[src/design/stc_regs.svh]
`ifndef STC_REGS_SVH
`define STC_REGS_SVH

// register addresses in the special-function space
`define STC_ADDR_TCTL      8'h88
`define STC_ADDR_TMODE     8'h89
`define STC_ADDR_TL0       8'h8a
`define STC_ADDR_TL1       8'h8b
`define STC_ADDR_TH0       8'h8c
`define STC_ADDR_TH1       8'h8d
`define STC_ADDR_T2CTL     8'hc8
`define STC_ADDR_RCL2      8'hca
`define STC_ADDR_RCH2      8'hcb
`define STC_ADDR_TL2       8'hcc
`define STC_ADDR_TH2       8'hcd

// shared control field positions
`define STC_TCTL_TF1       7
`define STC_TCTL_TR1       6
`define STC_TCTL_TF0       5
`define STC_TCTL_TR0       4

// timer 2 control field positions
`define STC_T2_TF2         7
`define STC_T2_CAPTURE     3
`define STC_T2_TR2         2
`define STC_T2_CT2         1
`define STC_T2_NORELOAD    0

// reset values
`define STC_TCTL_RST       8'h00
`define STC_TMODE_RST      8'h00
`define STC_T2CTL_RST      8'h00
`define STC_CNT_RST        8'h00

// timing: oscillator periods per timer tick and per undivided sample
`define STC_OSC_PER_TICK   12
`define STC_PRESCALE_MAX   4'(`STC_OSC_PER_TICK - 1)

`endif

[src/design/stc_pkg.sv]
package stc_pkg;

    typedef enum logic [1:0] {
        STC_MODE_13BIT  = 2'b00,
        STC_MODE_16BIT  = 2'b01,
        STC_MODE_RELOAD = 2'b10,
        STC_MODE_SPLIT  = 2'b11
    } stc_mode_e;

    // one nibble of the shared mode register
    typedef struct packed {
        logic      gate;
        logic      counter_sel;
        stc_mode_e mode;
    } stc_tmode_s;

    // result of one count step
    typedef struct packed {
        logic [7:0] hi;
        logic [7:0] lo;
        logic       ovf;
    } stc_step_s;

endpackage

[src/design/stc_tick_gen.sv]
`timescale 1ns/1ns
`include "stc_regs.svh"

module stc_tick_gen
    import stc_pkg::*;
(
    input  logic       ref_clk,
    input  logic       rst,
    input  logic [2:0] cpu_div,
    output logic       tick,
    output logic       sample_en
);

    logic [3:0] prescale;
    logic [6:0] div_cnt;
    wire        wrap     = (prescale == `STC_PRESCALE_MAX);
    wire  [6:0] div_mask = 7'h7f >> (3'd7 - cpu_div);
    wire        div_done = ((div_cnt & div_mask) == div_mask);

    always_ff @(posedge ref_clk) begin
        if (rst) begin
            prescale  <= 4'h0;
            div_cnt   <= 7'h00;
            tick      <= 1'b0;
            sample_en <= 1'b0;
        end else begin
            prescale  <= wrap ? 4'h0 : prescale + 4'h1;
            div_cnt   <= wrap ? div_cnt + 7'h01 : div_cnt;
            tick      <= wrap;
            sample_en <= wrap & div_done;
        end
    end

endmodule

[src/design/stc_pin_sampler.sv]
`timescale 1ns/1ns

module stc_pin_sampler
    import stc_pkg::*;
(
    input  logic ref_clk,
    input  logic rst,
    input  logic sample_en,
    input  logic pin,
    output logic level,
    output logic count_pulse
);

    logic meta;
    logic prev_sample;
    logic last_sample;

    assign count_pulse = sample_en & prev_sample & ~last_sample;

    always_ff @(posedge ref_clk) begin
        if (rst) begin
            meta        <= 1'b0;
            level       <= 1'b0;
            prev_sample <= 1'b0;
            last_sample <= 1'b0;
        end else begin
            meta  <= pin;
            level <= meta;
            if (sample_en) begin
                prev_sample <= last_sample;
                last_sample <= level;
            end
        end
    end

endmodule

[src/design/stc_top.sv]
`timescale 1ns/1ns
`include "stc_regs.svh"

module stc_top
    import stc_pkg::*;
(
    input  logic       ref_clk,
    input  logic       rst,
    input  logic [7:0] sfr_addr,
    input  logic       sfr_wr,
    input  logic [7:0] sfr_wdata,
    output logic [7:0] sfr_rdata,
    input  logic [2:0] cpu_clock_divider_config,
    input  logic       timer_zero_event_pin,
    input  logic       timer_one_event_pin,
    input  logic       timer_two_event_pin,
    input  logic [1:0] external_interrupt_pin,
    input  logic [2:0] overflow_ack,
    output logic [2:0] timer_overflow_flag
);

    logic       tick;
    logic       sample_en;
    logic [2:0] ev_pulse;
    logic [1:0] int_level;
    logic [2:0] ev_level_unused;
    logic [1:0] int_pulse_unused;

    logic [7:0] timer_shared_control;
    logic [7:0] timer_shared_mode;
    logic [7:0] timer2_control;
    logic [7:0] timer0_count_low;
    logic [7:0] timer0_count_high;
    logic [7:0] timer1_count_low;
    logic [7:0] timer1_count_high;
    logic [7:0] timer2_count_low;
    logic [7:0] timer2_count_high;
    logic [7:0] timer2_capture_reload_low;
    logic [7:0] timer2_capture_reload_high;

    stc_tick_gen u_tick (
        .ref_clk   (ref_clk),
        .rst       (rst),
        .cpu_div   (cpu_clock_divider_config),
        .tick      (tick),
        .sample_en (sample_en)
    );

    wire [2:0] ev_pins  = {timer_two_event_pin, timer_one_event_pin, timer_zero_event_pin};

    stc_pin_sampler u_ev0 (
        .ref_clk     (ref_clk),
        .rst         (rst),
        .sample_en   (sample_en),
        .pin         (ev_pins[0]),
        .level       (ev_level_unused[0]),
        .count_pulse (ev_pulse[0])
    );

    stc_pin_sampler u_ev1 (
        .ref_clk     (ref_clk),
        .rst         (rst),
        .sample_en   (sample_en),
        .pin         (ev_pins[1]),
        .level       (ev_level_unused[1]),
        .count_pulse (ev_pulse[1])
    );

    stc_pin_sampler u_ev2 (
        .ref_clk     (ref_clk),
        .rst         (rst),
        .sample_en   (sample_en),
        .pin         (ev_pins[2]),
        .level       (ev_level_unused[2]),
        .count_pulse (ev_pulse[2])
    );

    // gate pins, synchronised level only
    stc_pin_sampler u_int0 (
        .ref_clk     (ref_clk),
        .rst         (rst),
        .sample_en   (sample_en),
        .pin         (external_interrupt_pin[0]),
        .level       (int_level[0]),
        .count_pulse (int_pulse_unused[0])
    );

    stc_pin_sampler u_int1 (
        .ref_clk     (ref_clk),
        .rst         (rst),
        .sample_en   (sample_en),
        .pin         (external_interrupt_pin[1]),
        .level       (int_level[1]),
        .count_pulse (int_pulse_unused[1])
    );

    // one count step of a timer 0/1 byte pair
    function automatic stc_step_s step_pair(
        input logic [7:0] hi,
        input logic [7:0] lo,
        input stc_mode_e  mode,
        input logic       inc
    );
        stc_step_s r;
        r = '{hi: hi, lo: lo, ovf: 1'b0};
        if (inc) begin
            case (mode)
                STC_MODE_13BIT: begin
                    r.lo[4:0] = lo[4:0] + 5'h01;
                    if (lo[4:0] == 5'h1f) begin
                        r.hi  = hi + 8'h01;
                        r.ovf = (hi == 8'hff);
                    end
                end
                STC_MODE_16BIT: begin
                    {r.hi, r.lo} = {hi, lo} + 16'h0001;
                    r.ovf        = ({hi, lo} == 16'hffff);
                end
                // high byte holds the reload value
                STC_MODE_RELOAD: begin
                    r.lo  = (lo == 8'hff) ? hi : lo + 8'h01;
                    r.ovf = (lo == 8'hff);
                end
                STC_MODE_SPLIT: begin
                    r.lo  = lo + 8'h01;
                    r.ovf = (lo == 8'hff);
                end
                default: begin
                    r.ovf = 1'b0;
                end
            endcase
        end
        return r;
    endfunction

    // shared mode register split into two nibbles
    wire stc_tmode_s t0_mode = timer_shared_mode[3:0];
    wire stc_tmode_s t1_mode = timer_shared_mode[7:4];
    wire             run0    = timer_shared_control[`STC_TCTL_TR0];
    wire             run1    = timer_shared_control[`STC_TCTL_TR1];
    wire             run2    = timer2_control[`STC_T2_TR2];
    wire             split0  = (t0_mode.mode == STC_MODE_SPLIT);

    // timer or counter source per timer
    wire src0 = t0_mode.counter_sel ? ev_pulse[0] : tick;
    wire src1 = t1_mode.counter_sel ? ev_pulse[1] : tick;
    wire src2 = timer2_control[`STC_T2_CT2] ? ev_pulse[2] : tick;

    // run and gate qualify timers zero and one
    wire en0  = run0 & (~t0_mode.gate | int_level[0]);
    wire en1  = run1 & (~t1_mode.gate | int_level[1]);

    // timer 1 holds in its own split mode
    wire inc0 = en0 & src0;
    wire inc1 = en1 & src1 & (t1_mode.mode != STC_MODE_SPLIT) & ~split0;
    wire run1_free_ok = ~t1_mode.gate | int_level[1];
    wire inc1_free = src1 & (t1_mode.mode != STC_MODE_SPLIT) & split0 & run1_free_ok;
    wire inc2 = run2 & src2;

    wire stc_step_s step0 = step_pair(timer0_count_high, timer0_count_low,
                                      t0_mode.mode, inc0);
    wire stc_step_s step1 = step_pair(timer1_count_high, timer1_count_low,
                                      t1_mode.mode, inc1 | inc1_free);

    // split mode: high byte of timer 0 is a timer on the timer 1 run bit
    wire       th0_inc  = split0 & run1 & tick;
    wire [7:0] th0_next = split0 ? (th0_inc ? timer0_count_high + 8'h01 : timer0_count_high)
                                 : step0.hi;
    wire       th0_ovf  = th0_inc & (timer0_count_high == 8'hff);

    // timer 2: 16-bit count, reload from the capture/reload pair
    wire        t2_full   = ({timer2_count_high, timer2_count_low} == 16'hffff);
    wire        ovf2      = inc2 & t2_full;
    wire        no_reload = timer2_control[`STC_T2_NORELOAD];
    wire [15:0] t2_plus   = {timer2_count_high, timer2_count_low} + 16'h0001;
    wire [15:0] t2_reload = {timer2_capture_reload_high, timer2_capture_reload_low};
    wire [15:0] t2_next   = ~inc2 ? {timer2_count_high, timer2_count_low}
                          : (t2_full & ~no_reload) ? t2_reload : t2_plus;

    // overflow events, flag 1 taken by timer 0 high byte in split mode
    wire ovf0_evt = step0.ovf;
    wire ovf1_evt = split0 ? th0_ovf : step1.ovf & ~inc1_free;

    // register write decode
    wire wr_tctl  = sfr_wr & (sfr_addr == `STC_ADDR_TCTL);
    wire wr_tmode = sfr_wr & (sfr_addr == `STC_ADDR_TMODE);
    wire wr_t2ctl = sfr_wr & (sfr_addr == `STC_ADDR_T2CTL);
    wire wr_tl0   = sfr_wr & (sfr_addr == `STC_ADDR_TL0);
    wire wr_th0   = sfr_wr & (sfr_addr == `STC_ADDR_TH0);
    wire wr_tl1   = sfr_wr & (sfr_addr == `STC_ADDR_TL1);
    wire wr_th1   = sfr_wr & (sfr_addr == `STC_ADDR_TH1);
    wire wr_tl2   = sfr_wr & (sfr_addr == `STC_ADDR_TL2);
    wire wr_th2   = sfr_wr & (sfr_addr == `STC_ADDR_TH2);
    wire wr_rcl2  = sfr_wr & (sfr_addr == `STC_ADDR_RCL2);
    wire wr_rch2  = sfr_wr & (sfr_addr == `STC_ADDR_RCH2);

    // software capture strobe copies the running count
    wire capture2 = wr_t2ctl & sfr_wdata[`STC_T2_CAPTURE];

    wire [2:0] ovf_evt   = {ovf2, ovf1_evt, ovf0_evt};
    wire [2:0] next_flag = ovf_evt | (timer_overflow_flag & ~overflow_ack);

    // software writes run bits, plus counter select and no-reload in timer 2 control; flag bits are read-only
    wire [7:0] tctl_wmask = (8'h01 << `STC_TCTL_TR1) | (8'h01 << `STC_TCTL_TR0);
    wire [7:0] t2_wmask   = (8'h01 << `STC_T2_TR2) | (8'h01 << `STC_T2_CT2)
                          | (8'h01 << `STC_T2_NORELOAD);

    logic [7:0] tctl_rd;
    logic [7:0] t2ctl_rd;
    always_comb begin
        tctl_rd                   = timer_shared_control & tctl_wmask;
        tctl_rd[`STC_TCTL_TF1]    = timer_overflow_flag[1];
        tctl_rd[`STC_TCTL_TF0]    = timer_overflow_flag[0];
        t2ctl_rd                  = timer2_control & t2_wmask;
        t2ctl_rd[`STC_T2_TF2]     = timer_overflow_flag[2];
    end

    // read mux, unmapped addresses read zero
    logic [7:0] rd_mux;
    always_comb begin
        case (sfr_addr)
            `STC_ADDR_TCTL:  rd_mux = tctl_rd;
            `STC_ADDR_TMODE: rd_mux = timer_shared_mode;
            `STC_ADDR_T2CTL: rd_mux = t2ctl_rd;
            `STC_ADDR_TL0:   rd_mux = timer0_count_low;
            `STC_ADDR_TH0:   rd_mux = timer0_count_high;
            `STC_ADDR_TL1:   rd_mux = timer1_count_low;
            `STC_ADDR_TH1:   rd_mux = timer1_count_high;
            `STC_ADDR_TL2:   rd_mux = timer2_count_low;
            `STC_ADDR_TH2:   rd_mux = timer2_count_high;
            `STC_ADDR_RCL2:  rd_mux = timer2_capture_reload_low;
            `STC_ADDR_RCH2:  rd_mux = timer2_capture_reload_high;
            default:         rd_mux = 8'h00;
        endcase
    end

    // control and status
    always_ff @(posedge ref_clk) begin
        if (rst) begin
            timer_shared_control <= `STC_TCTL_RST;
            timer_shared_mode    <= `STC_TMODE_RST;
            timer2_control       <= `STC_T2CTL_RST;
            timer_overflow_flag  <= 3'b000;
            sfr_rdata            <= 8'h00;
        end else begin
            if (wr_tctl) begin
                timer_shared_control <= sfr_wdata & tctl_wmask;
            end
            if (wr_tmode) begin
                timer_shared_mode <= sfr_wdata;
            end
            if (wr_t2ctl) begin
                timer2_control <= sfr_wdata & t2_wmask;
            end
            timer_overflow_flag <= next_flag;
            sfr_rdata           <= rd_mux;
        end
    end

    // count registers: software write beats the count step
    always_ff @(posedge ref_clk) begin
        if (rst) begin
            timer0_count_low  <= `STC_CNT_RST;
            timer0_count_high <= `STC_CNT_RST;
            timer1_count_low  <= `STC_CNT_RST;
            timer1_count_high <= `STC_CNT_RST;
        end else begin
            timer0_count_low  <= wr_tl0 ? sfr_wdata : step0.lo;
            timer0_count_high <= wr_th0 ? sfr_wdata : th0_next;
            timer1_count_low  <= wr_tl1 ? sfr_wdata : step1.lo;
            timer1_count_high <= wr_th1 ? sfr_wdata : step1.hi;
        end
    end

    // timer 2 count and capture/reload pair
    always_ff @(posedge ref_clk) begin
        if (rst) begin
            timer2_count_low           <= `STC_CNT_RST;
            timer2_count_high          <= `STC_CNT_RST;
            timer2_capture_reload_low  <= `STC_CNT_RST;
            timer2_capture_reload_high <= `STC_CNT_RST;
        end else begin
            timer2_count_low  <= wr_tl2 ? sfr_wdata : t2_next[7:0];
            timer2_count_high <= wr_th2 ? sfr_wdata : t2_next[15:8];
            if (capture2) begin
                timer2_capture_reload_low  <= timer2_count_low;
                timer2_capture_reload_high <= timer2_count_high;
            end else begin
                if (wr_rcl2) begin
                    timer2_capture_reload_low <= sfr_wdata;
                end
                if (wr_rch2) begin
                    timer2_capture_reload_high <= sfr_wdata;
                end
            end
        end
    end

endmodule

[config.mk]
export PLATFORM = sky130hd
export DESIGN_NAME = stc_top
export DESIGN_NICKNAME = d
export VERILOG_FILES = /design/src/design/stc_pkg.sv /design/src/design/stc_tick_gen.sv /design/src/design/stc_pin_sampler.sv /design/src/design/stc_top.sv
export VERILOG_INCLUDE_DIRS = /design/src /design/src/design
export SDC_FILE = /design/constraint.sdc
export NUM_CORES = 1
export LEC_CHECK = 0
export BUFFER_PORTS_ARGS = -buffer_cell sky130_fd_sc_hd__buf_2
export CAP_MARGIN = 20
export CORE_ASPECT_RATIO = 1.25
export CORE_MARGIN = 2
export CORE_UTILIZATION = 50
export DETAILED_ROUTE_END_ITERATION = 6
export PLACE_DENSITY = 0.68
export SETUP_SLACK_MARGIN = 0.02
export SYNTH_ARGS = -nofsm -noshare
export SYNTH_HDL_FRONTEND = slang
export SYNTH_SLANG_ARGS = --single-unit
[constraint.sdc]
create_clock -name ref_clk -period 5 [get_ports ref_clk]
set_input_delay 0.25 -clock ref_clk [delete_from_list [all_inputs] [get_ports ref_clk]]
set_output_delay 0.25 -clock ref_clk [all_outputs]
set_load 0.005 [all_outputs]
==> results.sh, run 1 <==
export IMPL_cts_setup_buffers=0
export IMPL_cts_hold_buf=0
export IMPL_num_io_pins=41
export IMPL_place_gp_congestion=1.02
export IMPL_ctsLongestPathBuffers=2
export IMPL_place_area_mm2=0.00723
export IMPL_start_kind="primary input"
export IMPL_yosysSeqAreaShare_pct=33.3
export IMPL_grt_overflow_total=0
export IMPL_final_cell_count_no_fill=1079
export IMPL_slew_violations=0
export IMPL_wl_per_cell_um=22.2
export IMPL_dieArea_mm2=0.0150
export IMPL_post_synth_cell_area_avg_um2=7.88
export IMPL_final_cell_mix="117 x dfxtp_1, 86 x nor2_1, 79 x nand2_1"
export IMPL_cp_arrival_ns=2.90
export IMPL_syn_area_mm2=0.00703
export IMPL_area_growth_pct=10.9
export IMPL_yosysUniqueCellTypes=77
export IMPL_grt_pass1_vias=6903
export IMPL_netSwitchingPower_mw=0.584
export IMPL_cts_root_buffer="clkbuf_16"
export IMPL_final_common_cell="dfxtp_1"
export IMPL_peakVddDrop_mv=0.330
export IMPL_ant_nets=0
export IMPL_setup_viol=0
export IMPL_netlist_area_leader_share_pct=33.3
export IMPL_use_met1_pct=39.9
export IMPL_post_cts_resized=0
export IMPL_max_slew_margin_pct=22.9
export IMPL_port_buffers=40
export IMPL_synth_seq_cells=117
export IMPL_violations="design-rule violations"
export IMPL_drtIter0Drc=752
export IMPL_met3_usage_pct=8.52
export IMPL_dp_cells=1046
export IMPL_gr_usage_all_layers_pct=32.9
export IMPL_design_area_mm2=0.00779
export IMPL_synth_ff_type="dfxtp_1"
export IMPL_syn_nets=935
export IMPL_cap_violations=0
export IMPL_min_period_ns=2.64
export IMPL_tightest_slew_ns=1.15
export IMPL_synth_edff_count=0
export IMPL_status="complete, but fails checks"
export IMPL_timing_setup_tns_ns=0
export IMPL_grt_pass1_wl_um=37200
export IMPL_cts_tree="yes"
export IMPL_yosysWarnings=0
export IMPL_netlist_instances=892
export IMPL_post_route_period_util_pct=52.7
export IMPL_fmaxAchievable_mhz=379
export IMPL_htree_num_levels=4
export IMPL_p_per_area_mw_per_mm2=284
export IMPL_p_leak_nw=2.75
export IMPL_clk_pin_slew_ns=0.06
export IMPL_swShare_pct=26.4
export IMPL_num_rows=48
export IMPL_hold_ws_ns=0.0232
export IMPL_firstDrtPassIters=7
export IMPL_vias=7373
export IMPL_cts_made_buffers=17
export IMPL_p_seq_share_pct=43.0
export IMPL_async_flop_share_pct=0
export IMPL_min_path_type="in2reg"
export IMPL_rsz0062_at_grt="no"
export IMPL_drive_above_1_share_pct=11.1
export IMPL_cp_required_ns=5.27
export IMPL_crit_type="in2reg"
export IMPL_top_usage_layer="met2"
export IMPL_met2_usage_pct=53.2
export IMPL_worstPathMaxFanout=20
export IMPL_chipHeight_um=137
export IMPL_nets=933
export IMPL_internal_power_mw=1.63
export IMPL_clkPwrFrac_pct=52.3
export IMPL_drt_total_wl_um=23900
export IMPL_fp_coreArea_mm2=0.0138
export IMPL_drcViolationCount=1
export IMPL_skew_ns=0.00850
export IMPL_die_width_um=110
export IMPL_cp_end_kind="flip-flop"
export IMPL_hpwl_um=16600
export IMPL_yosysTopAreaCell="dfxtp_1"
export IMPL_grt_max_degree=82
export IMPL_p_comb_share_pct=4.8
export IMPL_cts_sinks=117
export IMPL_fillers=1294
export IMPL_initial_core_util_pct=51.1
export IMPL_antenna_found_initial=1
export IMPL_via_per_inst=6.83
export IMPL_clk_latency_ns=0.43
export IMPL_synth_area_leaders="dfxtp_1 33%, mux2i_1 5.1%, nor2_1 4.6%"
export IMPL_hold_violations=0
-- power by group through the flow --
stage               registers [mW]  logic (mW)  clock network (mW)
global placement             0.970      0.0991                   0
floorplan                    0.966      0.0617                   0
global route                 0.951       0.111                1.20
CTS                          0.950       0.101                1.16
finish                       0.950       0.105                1.16
detailed placement           0.970       0.101                   0
-- critical path: stages --
cell      delay [ns]
buf_2           0.22
nor4b_2         0.97
nor4bb_2        0.75
buf_4           0.30
nand2_1         0.19
nand2_1         0.14
a21oi_1         0.08
-- layer usage --
layer  routed length (um)  share of wire, %
met1                 9430                39
met2                11100                46
met3                 2090               8.7
met4                 1310               5.5
met5                    0                 0
-- cell usage after synthesis, types with 4 or more instances --
master     number
nand3_1        47
or4_1           6
or3_1           7
nor4bb_1        4
nor3_1         15
o2111ai_1       5
a211oi_1       15
a21o_1          6
and4_1          4
a221oi_1        6
and2_1          5
clkbuf_1       45
nor4_1         14
inv_1          19
buf_1           8
a22o_1          4
o21a_1          5
o31ai_1         8
buf_2          13
a311oi_1        9
xnor2_1         9
a31oi_1        22
xor2_1          7
a22oi_1        13
nand3b_1        8
and3_1         16
o221ai_1        6
ha_1           13
o22ai_1         5
dfxtp_1       117
a21oi_1        60
o21ai_0        60
mux2i_1        36
nand2b_1        7
nor2b_1        18
nor2_1         86
nand4_1        17
nand4b_1        4
nand2_1        79
-- cells by family (layout without fill, tap and decap cells) --
group           count (synthesis)  count (layout)  synth area share [%]
compound gates                265             265                  25.3
other cells                     0               1                     0
xor+xnor                       16              16                  1.99
buf+inv                        88              99                  5.06
flops                         117             117                  33.3
mux                            40              40                  5.93
fa+ha+maj                      13              13                  2.31
simple gates                  353             353                  26.1
-- flip-flops by register name, indices dropped and copies added, names as in the netlist, 2 cells and up --
name / count
timer2_count_high: 8
timer0_count_high: 8
timer2_capture_reload_low: 8
timer2_capture_reload_high: 8
u_tick.div_cnt: 7
timer1_count_low: 8
sfr_rdata: 8
timer_overflow_flag: 3
timer0_count_low: 8
timer_shared_mode: 8
timer2_count_low: 8
u_tick.prescale: 4
timer1_count_high: 8
timer2_control: 3
timer_shared_control: 2
-- through the flow --
stage / total power, mW / util (%) / worst slack [ns]
after floorplan: 1.03 / - / 2.92
after global placement: 1.07 / 52.6 / 2.23
after detailed placement: 1.07 / 52.6 / 2.10
after CTS: 2.21 / 56.6 / 2.42
after global routing: 2.27 / 56.6 / 2.24
final: 2.21 / 56.6 / 2.36
-- final cells by class --
class | count | area, um^2 | share of cell area [%]
diodes | 1 | 2.50 | 0.0321
clock buffers | 18 | 439 | 5.64
clock inverters | 14 | 114 | 1.46
inverters | 19 | 71.3 | 0.916
multi-input cells | 687 | 4340 | 55.7
flip-flops and latches | 117 | 2340 | 30.1
well taps | 175 | 219 | 2.81
repair buffers | 48 | 260 | 3.34
-- final timing paths --
kind	from	to	slack, ns	cells past startpoint
setup / recovery	sfr_addr[6]	timer_shared_mode[3]	2.36	7
hold / removal	timer_two_event_pin	u_ev2.meta	0.02	2
setup reg to reg	u_tick.sample_en	timer0_count_high[5]	2.40	5
hold reg to reg	u_ev0.meta	u_ev0.level	0.44	1
(Power assumes the default switching activity.)
==> run 2: changes to the inputs <==
PLACE_DENSITY = 0.71   (was 0.68)
clock period = 2.4 ns   (was 5 ns; I/O delays follow)
==> results.sh, run 2 (synthesis results as in run 1) <==
export IMPL_status="complete, no violations"
export IMPL_nets=987
export IMPL_cp_end_kind="flip-flop"
export IMPL_cts_sinks=117
export IMPL_swShare_pct=24.4
export IMPL_fmaxAchievable_mhz=451
export IMPL_hold_path_depth=3
export IMPL_grt_max_degree=33
export IMPL_post_route_period_util_pct=92.4
export IMPL_final_cell_mix="116 x dfxtp_1, 86 x nor2_1, 79 x nand2_1"
export IMPL_min_path_type="in2reg"
export IMPL_hold_ws_ns=0.0986
export IMPL_max_slew_margin_pct=62.4
export IMPL_p_comb_share_pct=4.8
export IMPL_gr_usage_all_layers_pct=32.2
export IMPL_cap_violations=0
export IMPL_drtIter0Drc=618
export IMPL_drt_total_wl_um=23300
export IMPL_setup_viol=0
export IMPL_clkPwrFrac_pct=55.2
export IMPL_internal_power_mw=3.73
export IMPL_netSwitchingPower_mw=1.21
export IMPL_clk_pin_slew_ns=0.06
export IMPL_port_buffers=40
export IMPL_num_rows=48
export IMPL_p_per_area_mw_per_mm2=595
export IMPL_initial_core_util_pct=51.1
export IMPL_timing_setup_tns_ns=0
export IMPL_fp_coreArea_mm2=0.0138
export IMPL_multi_input_area_mm2=0.00435
export IMPL_rsz0062_at_grt="yes"
export IMPL_num_antenna_cells=0
export IMPL_hold_violations=0
export IMPL_antenna_found_initial=0
export IMPL_hpwl_um=16600
export IMPL_final_common_cell="dfxtp_1"
export IMPL_cp_required_ns=2.73
export IMPL_num_io_pins=41
export IMPL_dieArea_mm2=0.0150
export IMPL_worstPathMaxFanout=5
export IMPL_rr_worst_depth=7
export IMPL_ctsLongestPathBuffers=2
export IMPL_fillers=1225
export IMPL_p_leak_nw=3.06
export IMPL_place_gp_congestion=1.02
export IMPL_drive_above_1_share_pct=15.3
export IMPL_cp_arrival_ns=2.55
export IMPL_drcViolationCount=0
export IMPL_skew_ns=0.00656
export IMPL_cts_made_buffers=17
export IMPL_peakVddDrop_mv=0.477
export IMPL_ant_nets=0
export IMPL_grt_pass1_vias=6743
export IMPL_area_growth_pct=18.1
export IMPL_crit_type="reg2reg"
export IMPL_start_kind="flip-flop"
export IMPL_min_period_ns=2.22
export IMPL_die_width_um=110
export IMPL_regArea_mm2=0.00234
export IMPL_firstDrtPassIters=5
export IMPL_slew_violations=0
export IMPL_tightest_slew_ns=0.562
export IMPL_grt_pass1_wl_um=36800
export IMPL_clk_latency_ns=0.43
export IMPL_htree_num_levels=4
export IMPL_wl_per_cell_um=20.5
export IMPL_p_seq_share_pct=40.1
export IMPL_via_per_inst=6.51
export IMPL_chipHeight_um=137
export IMPL_cts_root_buffer="clkbuf_16"
export IMPL_rrSetupSlack_ns=0.18
export IMPL_vias=7369
export IMPL_cts_tree="yes"
export IMPL_grt_overflow_total=0
==> run 2: critical path: stages, from the launching register on <==
cell      delay, ns
dfxtp_1        0.37
ha_1           0.18
and3_1         0.16
ha_1           0.17
mux2i_1        0.13
o31a_1         0.33
or4_1          0.51
a311oi_1       0.27
==> run 2: routing by layer <==
metal | vias up | wire length, um | track usage, %
met5 | - | 0 | 0
met4 | 0 | 1450 | 19.4
met3 | 108 | 1860 | 6.29
met2 | 377 | 10800 | 50.4
met1 | 3432 | 9190 | 40.4
li1 | 3452 | - | -
==> run 2: area by class of cell <==
| class | instances | area share, % |
|---|---|---|
| Multi-Input combinational cell | 688 | 52.5 |
| Sequential cell | 117 | 28.3 |
| Timing Repair Buffer | 101 | 8.21 |
| Clock buffer | 18 | 5.29 |
| Tap cell | 175 | 2.64 |
| Clock inverter | 14 | 2.28 |
| Inverter | 19 | 0.860 |
==> run 2: final timing paths <==
path | end | startpoint
worst min-delay path | timer_overflow_flag[1] | overflow_ack[1]
worst min register to register | u_ev1.level | u_ev1.meta
worst max-delay path | timer0_count_high[7] | timer0_count_low[1]
worst max register to register | timer0_count_high[7] | timer0_count_low[1]
==> run 2: power by group through the flow <==
stage                     Clock [mW]  Sequential (mW)  Combinational [mW]
after global placement             0             2.02               0.220
after CTS                       2.75             1.98               0.231
after detailed placement           0             2.02               0.221
after global routing            2.83             1.98               0.253
after floorplan                    0             2.01               0.129
final                           2.72             1.98               0.237
==> run 2: through the flow <==
stage	setup slack (ns)	area, um^2	instances	power [mW]	util [%]
after floorplan	0.316	7030	892	2.14	-
after global placement	0.210	7560	1089	2.24	54.9
after detailed placement	0.137	7560	1089	2.24	54.9
after CTS	0.122	8280	1130	4.96	60.2
after global routing	0.0191	8300	1132	5.07	60.3
final	0.182	8300	1132	4.94	60.3
==> run 2: what timing repair did <==
item,CTS,global route
resized for setup,0,2
setup endpoints to repair,0,5
hold buffers,9,0
buffers inserted,0,1
endpoints found under the hold margin,8,0
